`config.mk`:
```
export PLATFORM = sky130hd
export DESIGN_NAME = fpm_cmd_if
export DESIGN_NICKNAME = d
export VERILOG_FILES = /design/src/hdl/fpm_pkg.sv /design/src/hdl/fpm_mem.sv /design/src/hdl/fpm_cmd_if.sv
export SDC_FILE = /design/constraint.sdc
export NUM_CORES = 2
export LEC_CHECK = 0
export BUFFER_PORTS_ARGS = -buffer_cell sky130_fd_sc_hd__buf_2
export CAP_MARGIN = 20
export CELL_PAD_IN_SITES_DETAIL_PLACEMENT = 1
export CELL_PAD_IN_SITES_GLOBAL_PLACEMENT = 2
export CORE_UTILIZATION = 29
export CTS_CLUSTER_DIAMETER = 30
export CTS_CLUSTER_SIZE = 8
export DETAILED_ROUTE_END_ITERATION = 7
export PLACE_DENSITY_LB_ADDON = 0.1
export SLEW_MARGIN = 20
export SYNTH_ARGS = -nofsm -noshare
export SYNTH_HDL_FRONTEND = slang
export SYNTH_SLANG_ARGS = --single-unit
```
`constraint.sdc`:
```
create_clock -name sys_clk_in -period 13.2 [get_ports sys_clk_in]
set_input_delay 0.66 -clock sys_clk_in [delete_from_list [all_inputs] [get_ports sys_clk_in]]
set_output_delay 0.66 -clock sys_clk_in [all_outputs]
set_load 0.005 [all_outputs]
```
`src/hdl/fpm_pkg.sv`:
```
package fpm_pkg;

  // Clock and link rates.
  localparam int unsigned CLK_HZ    = 125_000_000;
  localparam int unsigned BAUD_115K = 115_200;
  localparam int unsigned BAUD_250K = 250_000;
  localparam int unsigned BAUD_500K = 500_000;
  localparam int unsigned BAUD_1M   = 1_000_000;
  localparam logic [10:0] DIV_115K  = 11'(CLK_HZ / BAUD_115K);
  localparam logic [10:0] DIV_250K  = 11'(CLK_HZ / BAUD_250K);
  localparam logic [10:0] DIV_500K  = 11'(CLK_HZ / BAUD_500K);
  localparam logic [10:0] DIV_1M    = 11'(CLK_HZ / BAUD_1M);

  // Register map.
  localparam logic [19:0] EVCTL_IDX   = 20'hFFFBE;
  localparam logic [31:0] EVCTL_ADDR  = {10'h000, EVCTL_IDX, 2'b00};
  localparam logic [31:0] STATUS_ADDR = 32'h003F_FEFC;
  localparam logic [7:0]  EVCTL_RST   = 8'h00;
  localparam int          PUP_BIT     = 7;

  // Mode sampling delay after reset release, covering the synchroniser.
  localparam logic [1:0] BOOT_WAIT = 2'h2;

  // Link bytes.
  localparam logic [7:0] RSP_ACK         = 8'h06;
  localparam logic [7:0] RSP_NAK         = 8'h15;
  localparam logic [7:0] CMD_RESET       = 8'h00;
  localparam logic [7:0] CMD_VERIFY      = 8'h13;
  localparam logic [7:0] CMD_CHIP_ERASE  = 8'h20;
  localparam logic [7:0] CMD_BLOCK_ERASE = 8'h22;
  localparam logic [7:0] CMD_BLANK_CHECK = 8'h32;
  localparam logic [7:0] CMD_PROGRAM     = 8'h40;
  localparam logic [7:0] CMD_SECURITY    = 8'hA0;
  localparam logic [7:0] CMD_CHECKSUM    = 8'hB0;
  localparam logic [7:0] CMD_SIGNATURE   = 8'hC0;
  localparam logic [7:0] CMD_VERSION     = 8'hC5;
  localparam logic [7:0] CMD_BAUD_SET    = 8'h9A;
  localparam logic [7:0] ERASED          = 8'hFF;

  // Security bits.
  localparam int SEC_CHIP = 0;
  localparam int SEC_BLK  = 1;
  localparam int SEC_WR   = 2;

  typedef struct packed {
    logic        hsel;
    logic [31:0] haddr;
    logic [1:0]  htrans;
    logic        hwrite;
    logic [2:0]  hsize;
    logic [31:0] hwdata;
    logic        hready;
  } fpm_ahb_req_t;

  typedef struct packed {
    logic [31:0] hrdata;
    logic        hreadyout;
    logic        hresp;
  } fpm_ahb_rsp_t;

  typedef enum logic [1:0] {RX_IDLE, RX_START, RX_DATA, RX_STOP} fpm_rx_t;
  typedef enum logic [2:0] {
    CS_IDLE, CS_ARG_A, CS_ARG_L, CS_ARG_X, CS_DATA, CS_VRD, CS_WALK, CS_SEND
  } fpm_cs_t;

  typedef struct packed {
    logic [1:0]  boot_cnt;
    logic        sampled;
    logic        prog;
    logic        fl_s1;
    logic        fl_s2;
    logic        rx_s1;
    logic        rx_s2;
    logic [7:0]  evctl;
    logic [7:0]  sec;
    logic        dp_wr;
    logic [31:0] hrdata;
    logic        hreadyout;
    logic        hresp;
    fpm_rx_t     rx;
    logic [10:0] rx_cnt;
    logic [2:0]  rx_bit;
    logic [7:0]  rx_sh;
    logic        rx_vld;
    logic        rx_ferr;
    logic        tx_busy;
    logic [9:0]  tx_sh;
    logic [10:0] tx_cnt;
    logic [3:0]  tx_bits;
    logic        tx_line;
    logic        oe_n;
    logic [10:0] div;
    logic [10:0] div_pend;
    logic        baud_pend;
    fpm_cs_t     cs;
    fpm_cs_t     ret;
    logic [7:0]  cmd;
    logic [7:0]  addr;
    logic [8:0]  cnt;
    logic        phase;
    logic [15:0] csum;
    logic        flag;
    logic [31:0] pay;
    logic [2:0]  pay_n;
  } fpm_state_t;

endpackage

```
`src/hdl/fpm_mem.sv`:
```
`timescale 1ns/100ps
module fpm_mem #(
  parameter int AW = 8,
  parameter int DW = 8
) (
  // Clock.
  input  wire logic          sys_clk_in,
  // Access.
  input  wire logic [AW-1:0] addr_in,
  input  wire logic          we_in,
  input  wire logic [DW-1:0] wdata_in,
  output logic      [DW-1:0] rdata_out
);
  logic [DW-1:0] mem_ff [0:(1<<AW)-1];
  logic [DW-1:0] rdata_ff;

  // Read data is the old word during a write, like a real array.
  always_ff @(posedge sys_clk_in)
  begin
    if (we_in)
    begin
      mem_ff[addr_in] <= wdata_in;
    end
    rdata_ff <= mem_ff[addr_in];
  end

  assign rdata_out = rdata_ff;
endmodule // fpm_mem

```
`src/hdl/fpm_cmd_if.sv`:
```
`timescale 1ns/100ps
module fpm_cmd_if #(
  parameter logic [7:0] SIG_CODE   = 8'hA5, // Arbitrary value.
  parameter logic [7:0] FW_VERSION = 8'h01  // Arbitrary value.
) (
  // Clock and reset.
  input  wire logic                  sys_clk_in,
  input  wire logic                  rst_in,
  // Register bus.
  input  wire fpm_pkg::fpm_ahb_req_t ahb_req_in,
  output fpm_pkg::fpm_ahb_rsp_t      ahb_rsp_out,
  // Mode and tool pins.
  input  wire logic                  mode_select_pin_in,
  input  wire logic                  tool_serial_pin_in,
  output logic                       tool_serial_pin_out,
  output logic                       tool_serial_pin_oe_n_out,
  // Chip-level controls.
  output logic                       mode_pin_pullup_select_out,
  output logic                       prog_mode_out,
  output logic                       port_hold_out,
  output logic                       osc_internal_sel_out
);
  import fpm_pkg::*;

  fpm_state_t st;
  fpm_state_t nxt;
  logic       mem_we;
  logic [7:0] mem_wd;
  logic [7:0] mem_addr;
  logic [7:0] mem_rd;

  fpm_mem #(
    .AW (8),
    .DW (8)
  ) u_mem (
    .sys_clk_in (sys_clk_in),
    .addr_in    (mem_addr),
    .we_in      (mem_we),
    .wdata_in   (mem_wd),
    .rdata_out  (mem_rd)
  );

  function automatic fpm_state_t queue(input fpm_state_t s, input logic [31:0] p,
                                       input logic [2:0] n, input fpm_cs_t r);
    fpm_state_t t;
    t       = s;
    t.pay   = p;
    t.pay_n = n;
    t.ret   = r;
    t.cs    = CS_SEND;
    return t;
  endfunction

  always_comb
  begin
    logic [15:0] sum_v;
    logic        ok_v;
    fpm_cs_t     after_v;
    sum_v    = st.csum + 16'(mem_rd);
    ok_v     = st.flag && (mem_rd == ERASED);
    after_v  = (st.cnt == 9'h001) ? CS_IDLE : CS_DATA;
    nxt      = st;
    mem_we   = 1'b0;
    mem_wd   = ERASED;
    mem_addr = st.addr;
    nxt.rx_vld  = 1'b0;
    nxt.rx_ferr = 1'b0;
    nxt.fl_s1   = mode_select_pin_in;
    nxt.fl_s2   = st.fl_s1;
    nxt.rx_s1   = tool_serial_pin_in;
    nxt.rx_s2   = st.rx_s1;

    // The mode is caught once, after the synchroniser has filled.
    if (!st.sampled)
    begin
      nxt.boot_cnt = st.boot_cnt + 2'h1;
      if (st.boot_cnt == BOOT_WAIT)
      begin
        nxt.sampled = 1'b1;
        nxt.prog    = st.fl_s2;
      end
    end

    // Zero-wait bus slave; write data lands in the data phase.
    nxt.hreadyout = 1'b1;
    nxt.hresp     = 1'b0;
    nxt.dp_wr     = 1'b0;
    if (st.dp_wr)
    begin
      nxt.evctl = {ahb_req_in.hwdata[PUP_BIT], 7'h00};
    end
    if (ahb_req_in.hsel && ahb_req_in.hready && ahb_req_in.htrans[1])
    begin
      nxt.dp_wr = ahb_req_in.hwrite && ({ahb_req_in.haddr[31:2], 2'b00} == EVCTL_ADDR);
      if (!ahb_req_in.hwrite)
      begin
        case ({ahb_req_in.haddr[31:2], 2'b00})
          EVCTL_ADDR:  nxt.hrdata = {24'h000000, nxt.evctl};
          STATUS_ADDR: nxt.hrdata = {16'h0000, st.sec, 5'h00, st.baud_pend,
                                     st.cs != CS_IDLE, st.prog};
          default:     nxt.hrdata = 32'h0000_0000;
        endcase
      end
    end

    // Receiver, idle while the device talks on the shared wire.
    case (st.rx)
      RX_IDLE:
      begin
        if (st.prog && !st.tx_busy && st.cs != CS_SEND && !st.rx_s2)
        begin
          nxt.rx     = RX_START;
          nxt.rx_cnt = {1'b0, st.div[10:1]};
        end
      end
      RX_START:
      begin
        if (st.rx_cnt != 11'h000)
        begin
          nxt.rx_cnt = st.rx_cnt - 11'h001;
        end
        else if (st.rx_s2)
        begin
          nxt.rx = RX_IDLE;
        end
        else
        begin
          nxt.rx     = RX_DATA;
          nxt.rx_cnt = st.div - 11'h001;
          nxt.rx_bit = 3'h0;
        end
      end
      RX_DATA:
      begin
        if (st.rx_cnt != 11'h000)
        begin
          nxt.rx_cnt = st.rx_cnt - 11'h001;
        end
        else
        begin
          nxt.rx_sh  = {st.rx_s2, st.rx_sh[7:1]};
          nxt.rx_cnt = st.div - 11'h001;
          nxt.rx_bit = st.rx_bit + 3'h1;
          if (st.rx_bit == 3'h7)
          begin
            nxt.rx = RX_STOP;
          end
        end
      end
      RX_STOP:
      begin
        if (st.rx_cnt != 11'h000)
        begin
          nxt.rx_cnt = st.rx_cnt - 11'h001;
        end
        else
        begin
          nxt.rx      = RX_IDLE;
          nxt.rx_vld  = st.rx_s2;
          nxt.rx_ferr = !st.rx_s2;
        end
      end
      default: nxt.rx = RX_IDLE;
    endcase

    // Transmitter: start, eight data bits, stop, then the wire is released.
    if (st.tx_busy)
    begin
      if (st.tx_cnt != 11'h000)
      begin
        nxt.tx_cnt = st.tx_cnt - 11'h001;
      end
      else if (st.tx_bits == 4'h0)
      begin
        nxt.tx_busy = 1'b0;
        nxt.oe_n    = 1'b1;
      end
      else
      begin
        nxt.tx_line = st.tx_sh[0];
        nxt.tx_sh   = {1'b1, st.tx_sh[9:1]};
        nxt.tx_bits = st.tx_bits - 4'h1;
        nxt.tx_cnt  = st.div - 11'h001;
      end
    end

    // A new rate takes effect only after its own ACK has left.
    if (st.cs == CS_IDLE && !st.tx_busy && st.baud_pend)
    begin
      nxt.div       = st.div_pend;
      nxt.baud_pend = 1'b0;
    end

    case (st.cs)
      CS_IDLE:
      begin
        if (st.rx_ferr)
        begin
          nxt = queue(nxt, {RSP_NAK, 24'h000000}, 3'h1, CS_IDLE);
        end
        else if (st.rx_vld)
        begin
          nxt.cmd = st.rx_sh;
          case (st.rx_sh)
            CMD_RESET:
              nxt = queue(nxt, {RSP_ACK, 24'h000000}, 3'h1, CS_IDLE);
            CMD_CHIP_ERASE:
            begin
              if (st.sec[SEC_CHIP])
              begin
                nxt = queue(nxt, {RSP_NAK, 24'h000000}, 3'h1, CS_IDLE);
              end
              else
              begin
                nxt.addr = 8'h00;
                nxt.cnt  = 9'h100;
                nxt.sec  = 8'h00;
                nxt.cs   = CS_WALK;
              end
            end
            CMD_BLOCK_ERASE, CMD_BLANK_CHECK, CMD_PROGRAM, CMD_VERIFY, CMD_CHECKSUM:
              nxt.cs = CS_ARG_A;
            CMD_SIGNATURE:
              nxt = queue(nxt, {RSP_ACK, SIG_CODE, 8'hFF, 8'h00}, 3'h3, CS_IDLE);
            CMD_VERSION:
              nxt = queue(nxt, {RSP_ACK, FW_VERSION, 16'h0000}, 3'h2, CS_IDLE);
            CMD_SECURITY, CMD_BAUD_SET:
              nxt.cs = CS_ARG_X;
            default:
              nxt = queue(nxt, {RSP_NAK, 24'h000000}, 3'h1, CS_IDLE);
          endcase
        end
      end
      CS_ARG_A:
      begin
        if (st.rx_ferr)
        begin
          nxt = queue(nxt, {RSP_NAK, 24'h000000}, 3'h1, CS_IDLE);
        end
        else if (st.rx_vld)
        begin
          nxt.addr = st.rx_sh;
          nxt.cs   = CS_ARG_L;
        end
      end
      CS_ARG_L:
      begin
        nxt.cnt   = {1'b0, st.rx_sh} + 9'h001;
        nxt.csum  = 16'h0000;
        nxt.flag  = 1'b1;
        nxt.phase = 1'b0;
        if (st.rx_ferr)
        begin
          nxt = queue(nxt, {RSP_NAK, 24'h000000}, 3'h1, CS_IDLE);
        end
        else if (st.rx_vld)
        begin
          // An area running past the array end is a malformed frame.
          if ({1'b0, st.addr} + {1'b0, st.rx_sh} > 9'h0FF)
          begin
            nxt = queue(nxt, {RSP_NAK, 24'h000000}, 3'h1, CS_IDLE);
          end
          else if (st.cmd == CMD_PROGRAM)
          begin
            nxt = queue(nxt, {st.sec[SEC_WR] ? RSP_NAK : RSP_ACK, 24'h000000}, 3'h1,
                        st.sec[SEC_WR] ? CS_IDLE : CS_DATA);
          end
          else if (st.cmd == CMD_VERIFY)
          begin
            nxt = queue(nxt, {RSP_ACK, 24'h000000}, 3'h1, CS_DATA);
          end
          else if (st.cmd == CMD_BLOCK_ERASE && (st.sec[SEC_BLK] || st.sec[SEC_WR]))
          begin
            nxt = queue(nxt, {RSP_NAK, 24'h000000}, 3'h1, CS_IDLE);
          end
          else
          begin
            nxt.cs = CS_WALK;
          end
        end
      end
      CS_ARG_X:
      begin
        if (st.rx_ferr)
        begin
          nxt = queue(nxt, {RSP_NAK, 24'h000000}, 3'h1, CS_IDLE);
        end
        else if (st.rx_vld && st.cmd == CMD_SECURITY)
        begin
          nxt.sec = st.sec | st.rx_sh;
          nxt     = queue(nxt, {RSP_ACK, 24'h000000}, 3'h1, CS_IDLE);
        end
        else if (st.rx_vld)
        begin
          nxt.baud_pend = (st.rx_sh < 8'h04);
          case (st.rx_sh[1:0])
            2'h0:    nxt.div_pend = DIV_115K;
            2'h1:    nxt.div_pend = DIV_250K;
            2'h2:    nxt.div_pend = DIV_500K;
            default: nxt.div_pend = DIV_1M;
          endcase
          nxt = queue(nxt, {(st.rx_sh < 8'h04) ? RSP_ACK : RSP_NAK, 24'h000000}, 3'h1,
                      CS_IDLE);
        end
      end
      CS_DATA:
      begin
        if (st.rx_ferr)
        begin
          nxt = queue(nxt, {RSP_NAK, 24'h000000}, 3'h1, CS_IDLE);
        end
        else if (st.rx_vld && st.cmd == CMD_PROGRAM)
        begin
          mem_we   = 1'b1;
          mem_wd   = st.rx_sh;
          nxt.addr = st.addr + 8'h01;
          nxt.cnt  = st.cnt - 9'h001;
          nxt      = queue(nxt, {RSP_ACK, 24'h000000}, 3'h1, after_v);
        end
        else if (st.rx_vld)
        begin
          nxt.csum = {8'h00, st.rx_sh};
          nxt.cs   = CS_VRD;
        end
      end
      CS_VRD:
      begin
        nxt.addr = st.addr + 8'h01;
        nxt.cnt  = st.cnt - 9'h001;
        nxt = queue(nxt, {(mem_rd == st.csum[7:0]) ? RSP_ACK : RSP_NAK, 24'h000000}, 3'h1,
                    after_v);
      end
      CS_WALK:
      begin
        if (st.cmd == CMD_CHIP_ERASE || st.cmd == CMD_BLOCK_ERASE)
        begin
          mem_we   = 1'b1;
          nxt.addr = st.addr + 8'h01;
          nxt.cnt  = st.cnt - 9'h001;
          if (st.cnt == 9'h001)
          begin
            nxt = queue(nxt, {RSP_ACK, 24'h000000}, 3'h1, CS_IDLE);
          end
        end
        else if (!st.phase)
        begin
          nxt.phase = 1'b1;
        end
        else
        begin
          // Reads take two cycles each since the array output is registered.
          nxt.phase = 1'b0;
          nxt.flag  = ok_v;
          nxt.csum  = sum_v;
          nxt.addr  = st.addr + 8'h01;
          nxt.cnt   = st.cnt - 9'h001;
          if (st.cnt == 9'h001 && st.cmd == CMD_BLANK_CHECK)
          begin
            nxt = queue(nxt, {ok_v ? RSP_ACK : RSP_NAK, 24'h000000}, 3'h1, CS_IDLE);
          end
          else if (st.cnt == 9'h001)
          begin
            nxt = queue(nxt, {RSP_ACK, sum_v, 8'h00}, 3'h3, CS_IDLE);
          end
        end
      end
      CS_SEND:
      begin
        if (!st.tx_busy && st.rx == RX_IDLE)
        begin
          if (st.pay_n == 3'h0)
          begin
            nxt.cs = st.ret;
          end
          else
          begin
            nxt.tx_sh   = {1'b1, st.pay[31:24], 1'b0};
            nxt.tx_bits = 4'hA;
            nxt.tx_cnt  = 11'h000;
            nxt.tx_busy = 1'b1;
            nxt.oe_n    = 1'b0;
            nxt.pay     = {st.pay[23:0], 8'h00};
            nxt.pay_n   = st.pay_n - 3'h1;
          end
        end
      end
      default: nxt.cs = CS_IDLE;
    endcase
  end

  always_ff @(posedge sys_clk_in)
  begin
    if (rst_in)
    begin
      st           <= '0;
      st.evctl     <= EVCTL_RST;
      st.hreadyout <= 1'b1;
      st.tx_line   <= 1'b1;
      st.oe_n      <= 1'b1;
      st.div       <= DIV_1M;
      st.div_pend  <= DIV_1M;
    end
    else
    begin
      st <= nxt;
    end
  end

  assign ahb_rsp_out                = '{hrdata: st.hrdata, hreadyout: st.hreadyout,
                                        hresp: st.hresp};
  assign tool_serial_pin_out        = st.tx_line;
  assign tool_serial_pin_oe_n_out   = st.oe_n;
  assign mode_pin_pullup_select_out = st.evctl[PUP_BIT];
  assign prog_mode_out              = st.prog;
  assign port_hold_out              = st.prog;
  assign osc_internal_sel_out       = st.prog;
endmodule // fpm_cmd_if

```
## Word-level counts from Yosys, hierarchy flattened

Memories as Yosys holds them, arrays and structs flattened. A register that Yosys moved wholly into a read port is not among the register bits.
Index checks and enable logic that the tools add are counted.

- Bits of input ports: 76
- Memories: 1
- Word-level logic and storage cells: 292
- RAM bits: 2048
- Output and inout port bits: 40
- Register bits: 220

- Bitwise operators: 10
- Reductions and logical operators: 49
- Magnitude comparators: 2
- Muxes and demuxes: 109
- $add $sub $neg: 12
- Equal/unequal tests: 70

Memory list:

| memory | depth | bits a word | read ports | clocked after memory_dff | wr ports | line | source |
|---|---|---|---|---|---|---|---|
| u_mem.mem_ff | 256 | 8 | 1 | 1 | 1 | fpm_mem.sv:14 | `logic [DW-1:0] mem_ff [0:(1<<AW)-1];` |

Operators with widths:

| kind | count |
|---|---|
| $mux W204 | 4 |
| $mux W84 | 7 |
| $pmux W81 S5 | 1 |
| $pmux W69 S5 | 1 |
| $pmux W46 S7 | 1 |
| $pmux W35 S8 | 1 |
| $mux W82 | 3 |
| $pmux W26 S7 | 1 |
| $mux W35 | 5 |
| $mux W26 | 5 |
| $mux W120 | 1 |
| $pmux W23 S5 | 1 |
| $mux W11 | 10 |
| $mux W96 | 1 |
| $mux W81 | 1 |
| $mux W8 | 8 |
| $eq A30 B20 Y1 const B | 2 |
| $eq A8 B8 Y1 const B | 7 |
| $mux W52 | 1 |
| $pmux W13 S4 | 1 |
| $eq A8 B6 Y1 const B | 6 |
| $mux W14 | 3 |
| $ne A2 B2 Y1 const B | 21 |
| $mux W33 | 1 |
| 71 further kinds | 159 |

## Longest topological paths before layout

- Depth in word-level cells: 10
- Mapped depth: 17
- Gate-level depth less buffers: 10

## Modules after synthesis

A second synthesis with hierarchy kept.

- Cell total of the unflattened synthesis: 4939
- Area total of the unflattened synthesis: 89374.5 um2

Modules (own cells, without submodules):

| module | times used | cells each | sequential area each (um2) | area each (um2) |
|---|---|---|---|---|
| fpm_mem | 1 | 3547 | 61659.1 | 78492.8 |
| fpm_cmd_if | 1 | 1392 | 3763.6 | 10881.7 |

## Worst setup path after synthesis

No wires, ideal clock.

- Kind: register -> register
- Start point: reg st[82] (netlist bit)
- End point: mem u_mem.mem_ff[0][2] (data pin)
- Cell stages (with the launch flop): 7
- Period minus slack after synthesis: 5.332 ns
- Arrival: 4.430 ns
- Buffers on the path: 2
- Setup time: 0.901 ns
- Setup slack: 7.868 ns
- Required time: 12.299 ns
- Cells stage by stage: dfxtp_1 clkbuf_1 or2_2 nor2_1 and3_1 clkbuf_1 nand2b_1

- Cells in the longest elaborated chain, start to end: 2

Ends and longest elaborated chain:

| item | line | source |
|---|---|---|
| start: declaration | fpm_cmd_if.sv:25 | `fpm_state_t st;` |
| start signal: assignment | fpm_cmd_if.sv:405 | `st <= nxt;` |
| $eq A3 B3 Y1 | fpm_cmd_if.sv:194 | `case (st.cs)` |
| $mux W8 | fpm_cmd_if.sv:194 |  |
| net mem_wd[2] | fpm_cmd_if.sv:28 | `logic [7:0] mem_wd;` |
| end: declaration | fpm_mem.sv:14 |  |

The timed path passes the listed nets, and every way through them passes these cells.

## Worst setup path in the final report

- Start point: reg st[81] (netlist bit)
- End point: mem u_mem.mem_ff[46][6] (enable)

- Cells in the longest elaborated chain, start to end: 4
- Elaborated cells between the ends (all ways): 5
- Classes of those cells: eq/ne (2); mux (3)

Ends and longest elaborated chain:

| item | line | source |
|---|---|---|
| $eq A3 B3 Y1 | fpm_cmd_if.sv:194 |  |
| $pmux W1 S2 * | fpm_cmd_if.sv:194 |  |
| $mux W1 * | fpm_mem.sv:20 | `if (we_in)` |
| $mux W1 (not written as such) * | fpm_mem.sv:22 | `mem_ff[addr_in] <= wdata_in;` |

Every way passes the cells marked *; elsewhere a longest branch is shown, timed or not.

==> impl_metrics.json <==
{
  "drive_above_1_share": 0.286,
  "io_pins": 116,
  "grt_use_total": 0.190,
  "synthDistinctLibCells": 87,
  "gp_congestion": 0.755,
  "ctsRootBufferMaster": "clkbuf_16",
  "synth.yosys.seq_area_share": 0.730,
  "yosys-top-cells-count": "2048 x edfxtp_1, 569 x mux4_2, 439 x nor2_1",
  "cts_tree": "built",
  "design_area_um2": 113000,
  "htree_levels": 6,
  "internal-power_mw": 17.7,
  "sw_frac_of_total": 0.259,
  "setup_viol": 0,
  "pre_cts_ws_ns": 7.27,
  "grt.overflow.total": 0,
  "path_clk_slew_ns": 0.04,
  "syn_area_um2": 89700,
  "antenna_found_initial": 19,
  "cts_sinks": 2244,
  "first_global_vias": 52700,
  "hp-class": "in -> reg",
  "whs_ns": 0.189,
  "syn_to_final_growth_pct": 26.3,
  "viasPerCell": 5.00,
  "die-area_um2": 311000,
  "fin_crit_sh": 0.439,
  "p_seq_frac": 0.327,
  "rsz0062_at_grt": "false",
  "min_path_cells": 4,
  "hpwl_um": 177000,
  "yosysMostFrequentCell": "edfxtp_1",
  "die_h_um": 558,
  "synthTopCellsByArea": "edfxtp_1 69%, mux4_2 14%, dfxtp_1 4.4%",
  "wirelength_um": 298000,
  "wl_per_cell_um": 30.4,
  "num_rows": 203,
  "rr_worst_depth": 8,
  "period_minus_slack_ns": 5.79,
  "p_leak_nw": 42.0,
  "hold_violations": 0,
  "worst_pin_slew_ns": 1.24,
  "critPathCaptureType": "register",
  "async_reset_ff_frac": 0,
  "critical_path.reg2reg.endpoint": "u_mem.mem_ff[46][6]",
  "yosysTopAreaCell": "edfxtp_1",
  "maxCapViolations": 0,
  "skew_ns": 0.0494,
  "vias": 49100,
  "avgSynthCellArea_um2": 18.5,
  "nets": 5389,
  "fin_ws_ns": 7.41,
  "slew_viol_final": 0,
  "grt_pass1_wl_um": 416000,
  "worstPathMaxFanout": 24,
  "relSlewSlack": 0.176,
  "cts_buffers": 559,
  "worstPathRequired_ns": 13.79,
  "crit_type": "reg -> reg",
  "status": "complete, no violations",
  "ys.flop_type": "edfxtp_1",
  "startpoint_type": "register",
  "drtPass1Iterations": 7,
  "reg2reg_slack_ns": 7.41,
  "cp.arrival_ns": 6.38,
  "crit-reg2reg-launch": "st[81]",
  "ys_seq_elements": 2244,
  "pwr-share-clk": 0.554,
  "powerDensity_nw_per_um2": 211,
  "insertion_delay_ns": 0.99,
  "ant_nets": 0,
  "die_width_um": 558,
  "synth_cells": 4850,
  "grt_start_max_net_pins": 205,
  "synth_top_area_frac": 0.686,
  "placed_cell_area_um2": 94700,
  "fmax_mhz": 173,
  "setup-tns-final_ns": 0,
  "start_util": 0.292,
  "clockBufferDepth": 4,
  "worstHoldStart": "ahb_req_in[41]",
  "switching_power_mw": 6.20,
  "max-vdd-ir-drop_mv": 0.157,
  "port_buffers": 60,
  "synth_edf_count": 2048,
  "ys_warn_count": 0,
  "route.detailed.drc": 0,
  "holdPathEnd": "ahb_rsp_out[9]",
  "power_frac_comb": 0.119,
  "coreArea_um2": 307000,
  "drtIter0Drc": 3914
}
-- repair_timing --
item / 4_1_cts / 5_1_grt
hold endpoints to repair: 4 / 0
hold buffers: 5 / 0
setup buffers: 0 / 0
gates resized for setup: 0 / 0
-- kinds of logic after synthesis --
family          count (synthesis)  synth area share
mux                           642             0.151
compound gates                514            0.0389
buf+inv                       364            0.0193
simple gates                 1008            0.0517
fa+ha+maj                      39           0.00558
flops                        2244             0.730
xor+xnor                       37           0.00361
other cells                     2         0.0000838
-- power by group through the flow --
stage	registers (mW)	clock network, mW	logic, mW
2_1_floorplan	7.88	0	1.93
6_report	7.84	13.2	2.85
3_5_place_dp	7.96	0	2.93
3_3_place_gp	7.96	0	2.94
5_1_grt	7.84	13.8	3.05
4_1_cts	7.84	13.5	2.94
-- sequential cells by signal (all words and copies together), names as in the netlist --
register	flops
mode_pin_pullup_select_out	1
u_mem.mem_ff	2048
tool_serial_pin_out	1
st	160
osc_internal_sel_out	1
mem_addr	8
ahb_rsp_out	16
u_mem.rdata_out	8
tool_serial_pin_oe_n_out	1
-- metal layers --
| metal | track usage | vias to the layer above | part of all wire |
|---|---|---|---|
| li1 | - | 20800 | - |
| met1 | 0.262 | 26500 | 0.45 |
| met2 | 0.305 | 1406 | 0.47 |
| met3 | 0.0349 | 420 | 0.054 |
| met4 | 0.0546 | 2 | 0.024 |
| met5 | 0 | - | 0.000067 |
-- area by class of cell --
cell class | instances | area [um2]
well taps | 4100 | 5130
repair buffers | 176 | 1360
clock buffers | 673 | 14800
flip-flops and latches | 2244 | 65400
fillers | 30000 | 193000
multi-input cells | 2258 | 22800
clock inverters | 331 | 3510
diodes | 3 | 7.51
inverters | 36 | 143
-- worst max-delay path, stage by stage (launching register included) --
cell and delay (ns):
dfxtp_1 0.52, inv_1 0.32, nand2_1 0.11, nor2_1 0.64
and3_1 0.84, a21o_2 0.19, buf_4 0.62, nand3_2 0.99
nor2_1 1.14
-- worst max-delay path by stage --
stage	start	end	slack, ns	cells after the start
2_1_floorplan	st[82]	u_mem.mem_ff[0][2]	7.87	6
3_3_place_gp	st[81]	u_mem.mem_ff[109][4]	7.24	8
3_5_place_dp	st[81]	u_mem.mem_ff[126][2]	7.27	8
4_1_cts	st[81]	u_mem.mem_ff[46][7]	7.30	8
5_1_grt	st[81]	u_mem.mem_ff[46][6]	7.10	8
6_report	st[81]	u_mem.mem_ff[46][6]	7.41	8
-- per-stage QoR --
step / utilization / std cells / power, mW
after floorplan: - / 4866 / 9.82
after global placement: 0.309 / 8807 / 10.9
after detailed placement: 0.309 / 8807 / 10.9
after CTS: 0.369 / 9816 / 24.3
after global routing: 0.369 / 9819 / 24.7
final: 0.369 / 9821 / 23.9
-- layout by cell type (no fill, tap or decap), types with 16 or more instances in the layout --
cell type      n
a211oi_1      32
a21oi_1      141
a221oi_1      32
a22o_1        21
a22oi_1       74
a311oi_1      17
and3_1        22
buf_2         59
buf_4         98
bufinv_16     58
clkbuf_1      86
clkbuf_16    572
clkinv_1      89
clkinv_2     107
clkinv_8      18
clkinvlp_4    33
conb_1        18
dfxtp_1      191
edfxtp_1    2048
ha_1          36
inv_1         34
mux2i_1       67
mux4_2       569
nand2_1      203
nand2b_1      25
nand3_1       72
nand4_1       23
nor2_1       436
nor2b_1       26
nor3_1        62
nor4_1        17
o21ai_0       65
o22ai_1       24
xnor2_1       16
xor2_1        21
No activity file was read; power rests on OpenSTA's default activity.
